[config.mk]
export PLATFORM = sky130hd
export DESIGN_NAME = dgt_ddc_gain_and_test_pattern
export DESIGN_NICKNAME = d
export VERILOG_FILES = /design/src/rtl/dgt_ddc_gain_and_test_pattern.v /design/src/rtl/dgt_pattern_gen.v
export VERILOG_INCLUDE_DIRS = /design/src /design/src/common
export SDC_FILE = /design/constraint.sdc
export NUM_CORES = 1
export LEC_CHECK = 0
export BUFFER_PORTS_ARGS = -buffer_cell sky130_fd_sc_hd__buf_4
export CORE_ASPECT_RATIO = 2
export CORE_MARGIN = 2
export CORE_UTILIZATION = 49
export DETAILED_ROUTE_END_ITERATION = 10
export PLACE_DENSITY = 0.74
export REMOVE_ABC_BUFFERS = 1
export SETUP_SLACK_MARGIN = 0.2
export SYNTH_ARGS = -nofsm -noshare
export SYNTH_HDL_FRONTEND = slang
export SYNTH_SLANG_ARGS = --single-unit
[constraint.sdc]
create_clock -name clk -period 6.8 [get_ports clk]
set_input_delay 1.36 -clock clk [delete_from_list [all_inputs] [get_ports clk]]
set_output_delay 1.36 -clock clk [all_outputs]
set_load 0.005 [all_outputs]
[src/common/dgt_defs.vh]
`ifndef DGT_DEFS_VH
`define DGT_DEFS_VH

// register offsets (byte addresses on the 10-bit register port)
`define DGT_ADDR_W 10
`define DGT_OFF_SECOND_GAIN 10'h016
`define DGT_OFF_LATENCY 10'h01E
`define DGT_OFF_WIDE_GAIN 10'h01F
`define DGT_OFF_CW1_LOW 10'h033
`define DGT_OFF_CW1_HIGH 10'h034
`define DGT_OFF_CW2_LOW 10'h035
`define DGT_OFF_CW2_HIGH 10'h036
`define DGT_OFF_PAT_SEL 10'h037
`define DGT_OFF_COMMON_OPT 10'h039

// field layouts
`define DGT_GAIN_BIT 0
`define DGT_LAT_HI 6
`define DGT_LAT_LO 4
`define DGT_SEL_HI 3
`define DGT_SEL_LO 0
`define DGT_COMMON_BIT 0

// reset values
`define DGT_RST_BYTE 8'h00
`define DGT_RST_WORD 16'h0000
`define DGT_RST_LAT 3'h0
`define DGT_RST_SEL 4'h0
`define DGT_RST_BIT 1'h0

// pattern select codes
`define DGT_PAT_NORMAL 4'h0
`define DGT_PAT_ZEROS 4'h1
`define DGT_PAT_ONES 4'h2
`define DGT_PAT_TOGGLE 4'h3
`define DGT_PAT_RAMP 4'h4
`define DGT_PAT_SINGLE 4'h6
`define DGT_PAT_DOUBLE 4'h7
`define DGT_PAT_DESKEW 4'h8

// pattern words
`define DGT_WORD_ZEROS 16'h0000
`define DGT_WORD_ONES 16'hFFFF
`define DGT_WORD_TOGGLE_A 16'h2AAA
`define DGT_WORD_TOGGLE_B 16'h1555
`define DGT_WORD_DESKEW 16'hFFFF
`define DGT_RAMP_LAST 16'h4000
`define DGT_RAMP_STEP 16'h0001

`endif

[src/rtl/dgt_ddc_gain_and_test_pattern.v]
// Overview of operation
// second down-converter gain bit set doubles its output, else passes unscaled
// second down-converter doubling is never applied to the wideband filter path
// wideband gain bit doubles only the wideband filter path output
// software sets latency field per complex decimation ratio
// custom words one and two each built from low and high byte registers
// select 0 normal data, 1 all zeros, 2 all ones
// select 3 alternates the two toggle words each sample
// select 4 ramp steps one per clock from 0 to 16384
// select 6 repeats custom word one
// select 7 alternates custom word one and two
// select 8 outputs deskew word FFFFh
// common option clear: every stream uses the channel pattern select
// unused bits written zero; undefined select codes give normal data
//
// The implementer's own choice: the strobed register port.
`timescale 1ns/10ps
`include "dgt_defs.vh"

module dgt_ddc_gain_and_test_pattern (
    input wire clk,
    input wire sys_rst,
    input wire [9:0] reg_addr,
    input wire [7:0] reg_wdata,
    input wire reg_wr,
    input wire reg_rd,
    output reg [7:0] reg_rdata,
    input wire wideband_path_sel,
    input wire [15:0] second_down_converter_i,
    input wire [15:0] second_down_converter_q,
    input wire [15:0] wideband_i,
    input wire [15:0] wideband_q,
    output wire [15:0] stream_i,
    output wire [15:0] stream_q,
    output wire [2:0] latency_align_setting
);

////////////////////////////////////////////////////////////////////////////////
// register file

reg second_converter_double_gain_reg;
reg wideband_double_gain_reg;
reg [2:0] latency_reg;
reg [7:0] cw1_low_reg;
reg [7:0] cw1_high_reg;
reg [7:0] cw2_low_reg;
reg [7:0] cw2_high_reg;
reg [3:0] pat_sel_reg;
reg common_opt_reg;
reg [7:0] rdata_next;

wire [15:0] custom_word_one;
wire [15:0] custom_word_two;

assign custom_word_one = {cw1_high_reg, cw1_low_reg};
assign custom_word_two = {cw2_high_reg, cw2_low_reg};
assign latency_align_setting = latency_reg;

function addr_hit;
    input [9:0] addr;
    input [9:0] offset;
    begin
        addr_hit = (addr == offset);
    end
endfunction

// one write strobe per register; unmapped offsets raise none
reg wr_second_gain;
reg wr_latency;
reg wr_wide_gain;
reg wr_cw1_low;
reg wr_cw1_high;
reg wr_cw2_low;
reg wr_cw2_high;
reg wr_pat_sel;
reg wr_common_opt;

always @*
begin
    wr_second_gain = 1'b0;
    wr_latency = 1'b0;
    wr_wide_gain = 1'b0;
    wr_cw1_low = 1'b0;
    wr_cw1_high = 1'b0;
    wr_cw2_low = 1'b0;
    wr_cw2_high = 1'b0;
    wr_pat_sel = 1'b0;
    wr_common_opt = 1'b0;
    if (reg_wr)
    begin
        if (addr_hit(reg_addr, `DGT_OFF_SECOND_GAIN))
        begin
            wr_second_gain = 1'b1;
        end
        else if (addr_hit(reg_addr, `DGT_OFF_LATENCY))
        begin
            wr_latency = 1'b1;
        end
        else if (addr_hit(reg_addr, `DGT_OFF_WIDE_GAIN))
        begin
            wr_wide_gain = 1'b1;
        end
        else if (addr_hit(reg_addr, `DGT_OFF_CW1_LOW))
        begin
            wr_cw1_low = 1'b1;
        end
        else if (addr_hit(reg_addr, `DGT_OFF_CW1_HIGH))
        begin
            wr_cw1_high = 1'b1;
        end
        else if (addr_hit(reg_addr, `DGT_OFF_CW2_LOW))
        begin
            wr_cw2_low = 1'b1;
        end
        else if (addr_hit(reg_addr, `DGT_OFF_CW2_HIGH))
        begin
            wr_cw2_high = 1'b1;
        end
        else if (addr_hit(reg_addr, `DGT_OFF_PAT_SEL))
        begin
            wr_pat_sel = 1'b1;
        end
        else if (addr_hit(reg_addr, `DGT_OFF_COMMON_OPT))
        begin
            wr_common_opt = 1'b1;
        end
    end
end

always @(posedge clk or posedge sys_rst)
begin
    if (sys_rst)
    begin
        second_converter_double_gain_reg <= `DGT_RST_BIT;
    end
    else if (wr_second_gain)
    begin
        second_converter_double_gain_reg <= reg_wdata[`DGT_GAIN_BIT];
    end
end

always @(posedge clk or posedge sys_rst)
begin
    if (sys_rst)
    begin
        latency_reg <= `DGT_RST_LAT;
    end
    else if (wr_latency)
    begin
        latency_reg <= reg_wdata[`DGT_LAT_HI:`DGT_LAT_LO];
    end
end

always @(posedge clk or posedge sys_rst)
begin
    if (sys_rst)
    begin
        wideband_double_gain_reg <= `DGT_RST_BIT;
    end
    else if (wr_wide_gain)
    begin
        wideband_double_gain_reg <= reg_wdata[`DGT_GAIN_BIT];
    end
end

always @(posedge clk or posedge sys_rst)
begin
    if (sys_rst)
    begin
        pat_sel_reg <= `DGT_RST_SEL;
    end
    else if (wr_pat_sel)
    begin
        pat_sel_reg <= reg_wdata[`DGT_SEL_HI:`DGT_SEL_LO];
    end
end

always @(posedge clk or posedge sys_rst)
begin
    if (sys_rst)
    begin
        common_opt_reg <= `DGT_RST_BIT;
    end
    else if (wr_common_opt)
    begin
        common_opt_reg <= reg_wdata[`DGT_COMMON_BIT];
    end
end

always @(posedge clk or posedge sys_rst)
begin
    if (sys_rst)
    begin
        cw1_low_reg <= `DGT_RST_BYTE;
        cw1_high_reg <= `DGT_RST_BYTE;
        cw2_low_reg <= `DGT_RST_BYTE;
        cw2_high_reg <= `DGT_RST_BYTE;
    end
    else
    begin
        if (wr_cw1_low)
        begin
            cw1_low_reg <= reg_wdata;
        end
        if (wr_cw1_high)
        begin
            cw1_high_reg <= reg_wdata;
        end
        if (wr_cw2_low)
        begin
            cw2_low_reg <= reg_wdata;
        end
        if (wr_cw2_high)
        begin
            cw2_high_reg <= reg_wdata;
        end
    end
end

// unmapped offsets and reserved bits read zero
always @*
begin
    rdata_next = `DGT_RST_BYTE;
    if (addr_hit(reg_addr, `DGT_OFF_SECOND_GAIN))
    begin
        rdata_next[`DGT_GAIN_BIT] = second_converter_double_gain_reg;
    end
    else if (addr_hit(reg_addr, `DGT_OFF_LATENCY))
    begin
        rdata_next[`DGT_LAT_HI:`DGT_LAT_LO] = latency_reg;
    end
    else if (addr_hit(reg_addr, `DGT_OFF_WIDE_GAIN))
    begin
        rdata_next[`DGT_GAIN_BIT] = wideband_double_gain_reg;
    end
    else if (addr_hit(reg_addr, `DGT_OFF_CW1_LOW))
    begin
        rdata_next = cw1_low_reg;
    end
    else if (addr_hit(reg_addr, `DGT_OFF_CW1_HIGH))
    begin
        rdata_next = cw1_high_reg;
    end
    else if (addr_hit(reg_addr, `DGT_OFF_CW2_LOW))
    begin
        rdata_next = cw2_low_reg;
    end
    else if (addr_hit(reg_addr, `DGT_OFF_CW2_HIGH))
    begin
        rdata_next = cw2_high_reg;
    end
    else if (addr_hit(reg_addr, `DGT_OFF_PAT_SEL))
    begin
        rdata_next[`DGT_SEL_HI:`DGT_SEL_LO] = pat_sel_reg;
    end
    else if (addr_hit(reg_addr, `DGT_OFF_COMMON_OPT))
    begin
        rdata_next[`DGT_COMMON_BIT] = common_opt_reg;
    end
end

always @(posedge clk or posedge sys_rst)
begin
    if (sys_rst)
    begin
        reg_rdata <= `DGT_RST_BYTE;
    end
    else if (reg_rd)
    begin
        reg_rdata <= rdata_next;
    end
    else
    begin
        reg_rdata <= `DGT_RST_BYTE;
    end
end

////////////////////////////////////////////////////////////////////////////////
// gain stage

reg [15:0] gained_i_reg;
reg [15:0] gained_q_reg;
reg [15:0] gained_i_next;
reg [15:0] gained_q_next;

// doubling keeps the low 16 bits; an overdriven input wraps
always @*
begin
    if (wideband_path_sel)
    begin
        // second converter gain ignored on the wideband path
        if (wideband_double_gain_reg)
        begin
            gained_i_next = {wideband_i[14:0], 1'b0};
            gained_q_next = {wideband_q[14:0], 1'b0};
        end
        else
        begin
            gained_i_next = wideband_i;
            gained_q_next = wideband_q;
        end
    end
    else if (second_converter_double_gain_reg)
    begin
        gained_i_next = {second_down_converter_i[14:0], 1'b0};
        gained_q_next = {second_down_converter_q[14:0], 1'b0};
    end
    else
    begin
        gained_i_next = second_down_converter_i;
        gained_q_next = second_down_converter_q;
    end
end

always @(posedge clk or posedge sys_rst)
begin
    if (sys_rst)
    begin
        gained_i_reg <= `DGT_RST_WORD;
        gained_q_reg <= `DGT_RST_WORD;
    end
    else
    begin
        gained_i_reg <= gained_i_next;
        gained_q_reg <= gained_q_next;
    end
end

////////////////////////////////////////////////////////////////////////////////
// test pattern per stream, all from the channel select

wire [15:0] gained_stream [0:1];
wire [15:0] out_stream [0:1];

assign gained_stream[0] = gained_i_reg;
assign gained_stream[1] = gained_q_reg;

genvar s;
generate
    for (s = 0; s < 2; s = s + 1)
    begin : g_stream
        dgt_pattern_gen u_pat (
            .clk(clk),
            .sys_rst(sys_rst),
            .pat_sel(pat_sel_reg),
            .custom_word_one(custom_word_one),
            .custom_word_two(custom_word_two),
            .sample_in(gained_stream[s]),
            .sample_out(out_stream[s])
        );
    end
endgenerate

assign stream_i = out_stream[0];
assign stream_q = out_stream[1];

endmodule

[src/rtl/dgt_pattern_gen.v]
`timescale 1ns/10ps
`include "dgt_defs.vh"

module dgt_pattern_gen (
    input wire clk,
    input wire sys_rst,
    input wire [3:0] pat_sel,
    input wire [15:0] custom_word_one,
    input wire [15:0] custom_word_two,
    input wire [15:0] sample_in,
    output reg [15:0] sample_out
);

reg phase_reg;
reg [15:0] ramp_reg;
reg [15:0] ramp_next;
reg [15:0] out_next;

always @*
begin
    if (ramp_reg == `DGT_RAMP_LAST)
    begin
        ramp_next = `DGT_RST_WORD;
    end
    else
    begin
        ramp_next = ramp_reg + `DGT_RAMP_STEP;
    end
end

always @*
begin
    case (pat_sel)
        `DGT_PAT_ZEROS: out_next = `DGT_WORD_ZEROS;
        `DGT_PAT_ONES: out_next = `DGT_WORD_ONES;
        `DGT_PAT_TOGGLE: out_next = phase_reg ? `DGT_WORD_TOGGLE_B : `DGT_WORD_TOGGLE_A;
        `DGT_PAT_RAMP: out_next = ramp_reg;
        `DGT_PAT_SINGLE: out_next = custom_word_one;
        `DGT_PAT_DOUBLE: out_next = phase_reg ? custom_word_two : custom_word_one;
        `DGT_PAT_DESKEW: out_next = `DGT_WORD_DESKEW;
        default: out_next = sample_in;
    endcase
end

always @(posedge clk or posedge sys_rst)
begin
    if (sys_rst)
    begin
        phase_reg <= `DGT_RST_BIT;
        ramp_reg <= `DGT_RST_WORD;
        sample_out <= `DGT_RST_WORD;
    end
    else
    begin
        phase_reg <= ~phase_reg;
        ramp_reg <= ramp_next;
        sample_out <= out_next;
    end
end

endmodule

; Yosys cells after proc, flatten, opt, wreduce, memory -nomap -nowiden
; Cells that the tools add are included.
[word_totals]
ff_bits = 148
in_bits = 87
out_inout_bits = 43
[op_classes]
add_sub_neg = 2
eq_ne = 18
mux = 84
bitwise_logic = 2
reduce_logical = 1
[op_table]
columns = cell, n
row1 = $pmux 16 s6, 2
row2 = $mux 16, 10
row3 = $eq 10x6->1 const B, 6
row4 = $mux 1, 59
row5 = $add 16x1->16 const B, 2
row6 = $eq 16x15->1 const B, 2
row7 = $mux 8, 4
row8 = $eq 10x5->1 const B, 3
row9 = $mux 14, 2
row10 = $mux 7, 2
row11 = $eq 4x3->1 const B, 3
row12 = $mux 4, 3
row13 = $eq 4x2->1 const B, 2
row14 = $mux 3, 2
row15 = $eq 4x1->1 const B, 1
row16 = $eq 4x4->1 const B, 1
row17 = $not 1->1, 2
row18 = $reduce_or 2->1, 1

; Logic depth before layout (Yosys ltp)
[depth]
ltp_word = 11
depth_mapped = 7

; Hierarchy
; A second synthesis with hierarchy kept.
[unflattened]
cells_unflattened = 754
hier_area_um2 = 7885.1
[by_module_without_submodules]
columns = mod, n_inst, cells_per_inst, area_per_inst_um2
row1 = dgt_ddc_gain_and_test_pattern, 1, 372, 4141.5
row2 = dgt_pattern_gen at g_stream[1].u_pat, 1, 207, 1934.4
row3 = dgt_pattern_gen at g_stream[0].u_pat, 1, 175, 1809.2

; Worst setup path before layout
; No wires, ideal clock.
[synth_path]
path_type = input port to flip-flop
startpoint = input reg_addr[6]
endpoint = register cw2_low_reg[0]
t_arrival_ns = 2.640
required_time_ns = 6.675
setup_slack_ns = 4.035
cell_stages = 5
path_buffers = 0
path_cell_list = nand2b_1 > nor4_4 > nand4_2 > nor2_2 > mux2_2
[synth_via]
elab_chain_cells = 8
[synth_lines]
columns = item, line_no
row1 = from (decl), dgt_ddc_gain_and_test_pattern.v:23  ; input wire [9:0] reg_addr,
row2 = $eq 10x6->1, dgt_ddc_gain_and_test_pattern.v:63  ; addr_hit = (addr == offset);
row3 = $mux 1, dgt_ddc_gain_and_test_pattern.v:111  ; else if (addr_hit(reg_addr, `DGT_OFF_CW2_LOW))
row4 = $mux 1, dgt_ddc_gain_and_test_pattern.v:107  ; else if (addr_hit(reg_addr, `DGT_OFF_CW1_HIGH))
row5 = $mux 1, dgt_ddc_gain_and_test_pattern.v:103  ; else if (addr_hit(reg_addr, `DGT_OFF_CW1_LOW))
row6 = $mux 1, dgt_ddc_gain_and_test_pattern.v:99  ; else if (addr_hit(reg_addr, `DGT_OFF_WIDE_GAIN))
row7 = $mux 1, dgt_ddc_gain_and_test_pattern.v:95  ; else if (addr_hit(reg_addr, `DGT_OFF_LATENCY))
row8 = $mux 1 (*), dgt_ddc_gain_and_test_pattern.v:91  ; if (addr_hit(reg_addr, `DGT_OFF_SECOND_GAIN))
row9 = $mux 1 (*), dgt_ddc_gain_and_test_pattern.v:89  ; if (reg_wr)
row10 = to (signal assigned), dgt_ddc_gain_and_test_pattern.v:196  ; cw2_low_reg <= `DGT_RST_BYTE;
row11 = to (signal assigned), dgt_ddc_gain_and_test_pattern.v:211  ; cw2_low_reg <= reg_wdata;
row12 = to (decl), dgt_ddc_gain_and_test_pattern.v:46  ; reg [7:0] cw2_low_reg;
; Mark *: on every way between the ends. The rest lies on a longest branch, timed or not.
; A chain may end at the register's enable or synchronous reset.

; Worst setup path in the final report
[layout_path]
startpoint = register pat_sel_reg[1]
endpoint = register g_stream[0].u_pat.sample_out[8]
[layout_via]
elab_chain_cells = 3
[layout_lines]
columns = item, line_no
row1 = from (decl), dgt_ddc_gain_and_test_pattern.v:48  ; reg [3:0] pat_sel_reg;
row2 = from (signal assigned), dgt_ddc_gain_and_test_pattern.v:170  ; pat_sel_reg <= `DGT_RST_SEL;
row3 = from (signal assigned), dgt_ddc_gain_and_test_pattern.v:174  ; pat_sel_reg <= reg_wdata[`DGT_SEL_HI:`DGT_SEL_LO];
row4 = $eq 4x2->1 or $eq 4x4->1 (tied branches), dgt_pattern_gen.v:33  ; case (pat_sel)
row5 = $reduce_or 2->1 (no line), -
row6 = $pmux 16 s6 (*), dgt_pattern_gen.v:33
row7 = net g_stream[0].u_pat.out_next[8], dgt_pattern_gen.v:17  ; reg [15:0] out_next;
row8 = to (signal assigned), dgt_pattern_gen.v:51  ; sample_out <= `DGT_RST_WORD;
row9 = to (signal assigned), dgt_pattern_gen.v:57  ; sample_out <= out_next;
row10 = to (decl), dgt_pattern_gen.v:11  ; output reg [15:0] sample_out
; Mark *: on every way through the listed nets, which the timed path passes. The rest lies on a longest branch.

==> results.md <==
| Step | Item | Value |
| --- | --- | --- |
| timing | Worst-margin pin slew | 1.14 ns |
| die | Starting density of the core | 49.8% |
| setup path | CP Capture Point | g_stream[0].u_pat.sample_out[8] |
| timing | Clock skew | 0.00831 ns |
| final layout | Share of final-layout standard cells stronger than drive strength 1 | 27.3% |
| final layout | Final antenna diode count | 0 |
| setup path | R2R Path End | g_stream[0].u_pat.sample_out[8] |
| timing | Achievable frequency | 0.334 GHz |
| synthesis | Fraction of synthesized cell area taken by the top area cell type | 48.6% |
| timing | Final Cycle Share | 44.1% |
| setup path | Depth of the worst register-to-register path | 5 |
| setup path | Required time of the critical path | 7.09 ns |
| timing | Final Hold Viols | 0 |
| global routing | Number of antenna violations at the first check in global routing | 0 |
| setup path | Source of the critical timing path | pat_sel_reg[1] |
| clock tree | PostCTS Resize Cnt | 0 |
| drt | Post-detailed-routing wire length | 21.4 mm |
| synthesis | Yosys top cell by area | sky130_fd_sc_hd__dfrtp_1 |
| synthesis | Cell with the most instances after synthesis | sky130_fd_sc_hd__dfrtp_1 |
| drt | DR vias | 6263 |
| final layout | Fill cell instance count of the final layout | 1287 |
| global routing | Maximum number of pins on one net before global-route repair | 93 |
| die | Die Wd | 92.2 um |
| clock tree | Clk sink count | 148 |
| die | Die outline area | 16600 um^2 |
| setup path | Worst setup path class | flip-flop to flip-flop |
| clock tree | Total number of H-tree levels | 4 |
| drt | Ratio of routed vias to standard cells | 5.91 |
| hold path | HP Start | gained_q_reg[15] |
| drt | Routed WL per cell | 20.2 um |
| die | Placeable core region | 15300 um^2 |
| timing | Headroom to the max-slew limit | 23.5% |
| setup path | Arrival @ worst endpoint | 3.29 ns |
| final layout | Area growth, synth to finish | 21.8% |
| setup path | Crit path launch type | flip-flop |
| drt | Length of the first detailed-routing pass in iterations | 6 |
| power | Power per cell area | 220 nW/um^2 |
| placed design | Weighted congestion at the end of routability-driven global placement | 0.965 |
| clock tree | Num CTS Buffers | 17 |
| power | P_leak | 4.14 nW |
| placed design | Quantity of I/O buffers inserted on ports | 129 |
| power | Worst VDD drop | 144 uV |
| placed design | Setup slack after placement | 3.52 ns |
| clock tree | Clock root buffer | sky130_fd_sc_hd__clkbuf_16 |
| timing | Hold Slack | 0.471 ns |
| clock tree | Clk pin slew, worst setup/hold paths | 0.07 ns |
| synthesis | Post-Syn Area per Cell | 10.3 um^2 |
| timing | Minimum clock period | 3.00 ns |
| global routing | Total Routing Usage GR | 26.5% |
| synthesis | Seq cells post-synth | 148 |
| setup path | Startpoint of the worst register-to-register path | pat_sel_reg[1] |
| drt | Initial detailed-routing violation count | 545 |
| synthesis | Share of the yosys chip area belonging to registers | 48.6% |
| clock tree | Clock network latency to the later pin of the worst-skew pair | 0.43 ns |
| clock tree | Total setup buffers inserted after CTS | 0 |
| die | Num rows | 64 |
| clock tree | TritonCTS clock tree | done |
| timing | Setup repair after global routing missed its margin | no |
| die | Chip Height | 180 um |
| synthesis | Cells taking the most area after synthesis | sky130_fd_sc_hd__dfrtp_1 49%, sky130_fd_sc_hd__mux2_2 8.6%, sky130_fd_sc_hd__mux2i_1 5.5% |
| die | Io pins | 130 |
| global routing | First-pass GRT wire length | 33.8 mm |
| power | Overall power of the completed layout | 2.05 mW |
| status | Status | finished, final reports clean |
| timing | Setup-failing EPs final | 0 |
| final layout | Design area | 9280 um^2 |
| final layout | Fin cells | 1060 |
| flow run | MaxCap Viol Count | 0 |
| synthesis | Post-synthesis instance total | 742 |
| timing | Final worst setup slack | 3.80 ns |
| synthesis | Netlist Area Pre-Place | 7620 um^2 |
| synthesis | Number of enable-type register cells in the synthesized netlist | 0 |
| global routing | Vias in the first global route | 6299 |
| synthesis | Top cells by count, synth | 148 x sky130_fd_sc_hd__dfrtp_1, 73 x sky130_fd_sc_hd__nor2_1, 69 x sky130_fd_sc_hd__a21oi_1 |
| synthesis | Warnings from Yosys | 0 |
| setup path | Slack of the worst reg-to-reg path | 3.80 ns |
| drt | Post-route DRC | 0 |
| setup path | CP max FO | 19 |
| final layout | Layout Utilization | 60.7% |
| clock tree | Buffer levels on the longest clock path | 2 |
| synthesis | Number of distinct library cells after synthesis | 51 |
| final layout | Number of nets in the finished design | 940 |
| clock tree | Post-cts hold buffer count | 0 |
| global routing | Total grt overflow | 0 |
| timing | Max-slew violation total from the final report | 0 |
| setup path | Kind of end point of the critical path | flip-flop |
| placed design | Inst Count DP | 1028 |
| synthesis | Main synth FF type | sky130_fd_sc_hd__dfrtp_1 |
| placed design | Total placed instance area | 8700 um^2 |
| drt | Remaining antenna violation count | 0 |
| timing | Post-Route Setup TNS | 0 ns |
| placed design | Post-detail-place hpwl | 16.2 mm |
| hold path | Worst min-delay path class | flip-flop to flip-flop |
| synthesis | Fraction of registers with async set or reset after synthesis | 100% |
[cell type report]
type                    count  area [um^2]  area share, %
clock buffers              18          439           4.73
clock inverters            14          146           1.58
inverters                  15         61.3          0.660
multi-input cells         534         3680           39.7
flip-flops and latches    148         3710           39.9
well taps                 198          248           2.67
repair buffers            133          998           10.8
[worst max-delay path: stages (launching register included)]
cell                        delay, ns
sky130_fd_sc_hd__dfrtp_1         0.76
sky130_fd_sc_hd__inv_1           0.19
sky130_fd_sc_hd__a31oi_1         0.65
sky130_fd_sc_hd__o21ai_0         0.37
sky130_fd_sc_hd__a2111oi_0       0.81
sky130_fd_sc_hd__nor2_1          0.08
[worst min-delay path by stage]
stage,end,slack (ns),depth (start not counted)
6_report,g_stream[1].u_pat.sample_out[15],0.47,2
5_1_grt,g_stream[1].u_pat.sample_out[15],0.50,2
3_3_place_gp,g_stream[1].u_pat.sample_out[15],0.46,2
4_1_cts,g_stream[1].u_pat.sample_out[15],0.47,2
2_1_floorplan,g_stream[0].u_pat.sample_out[14],0.44,2
3_5_place_dp,g_stream[1].u_pat.sample_out[15],0.46,2
[metal layers]
layer / part of all wire, % / track usage, % / vias up
li1: - / - / 2899
met1: 36 / 29.3 / 3035
met2: 54 / 47.4 / 266
met3: 4.8 / 4.77 / 63
met4: 5.0 / 14.6 / 0
met5: 0 / 0 / -
[cell usage in the layout (no fill, tap or decap), drive strengths merged, types with 2 or more instances in the layout]
cell type / netlist / layout
a2111oi: 2 / 2
a211oi: 30 / 30
a21boi: 2 / 2
a21oi: 69 / 69
a221o: 2 / 2
a221oi: 22 / 22
a22o: 2 / 2
a22oi: 9 / 9
a31oi: 8 / 8
and2: 5 / 5
and3: 10 / 10
and4: 4 / 4
buf: 17 / 133
clkbuf: 28 / 18
clkinv: 0 / 6
dfrtp: 148 / 148
ha: 4 / 4
inv: 15 / 21
mux2: 58 / 58
mux2i: 42 / 42
nand2: 38 / 38
nand2b: 5 / 5
nand3: 19 / 19
nand4: 4 / 4
nor2: 76 / 76
nor2b: 39 / 39
nor3: 7 / 7
nor3b: 2 / 2
nor4: 9 / 9
o21a: 3 / 3
o21ai: 19 / 19
o22a: 2 / 2
o2bb2ai: 3 / 3
xnor2: 19 / 19
xor2: 9 / 9
[cell families after synthesis]
family	after synthesis	share of synthesized area (%)
and+or+nand+nor	223	15.0
adders and majority gates	4	0.657
xor gates and xnor gates	28	3.22
DFF	148	48.6
muxes	100	14.1
AOI/OAI and AO/OA	179	15.3
buffers and inverters	60	3.20
[power breakdown]
group	switching [mW]	internal [mW]	total (mW)
Sequential	0.0198	0.913	0.933
Combinational	0.0988	0.0898	0.189
Clock	0.400	0.525	0.925
No activity file was read; power rests on OpenSTA's default activity.
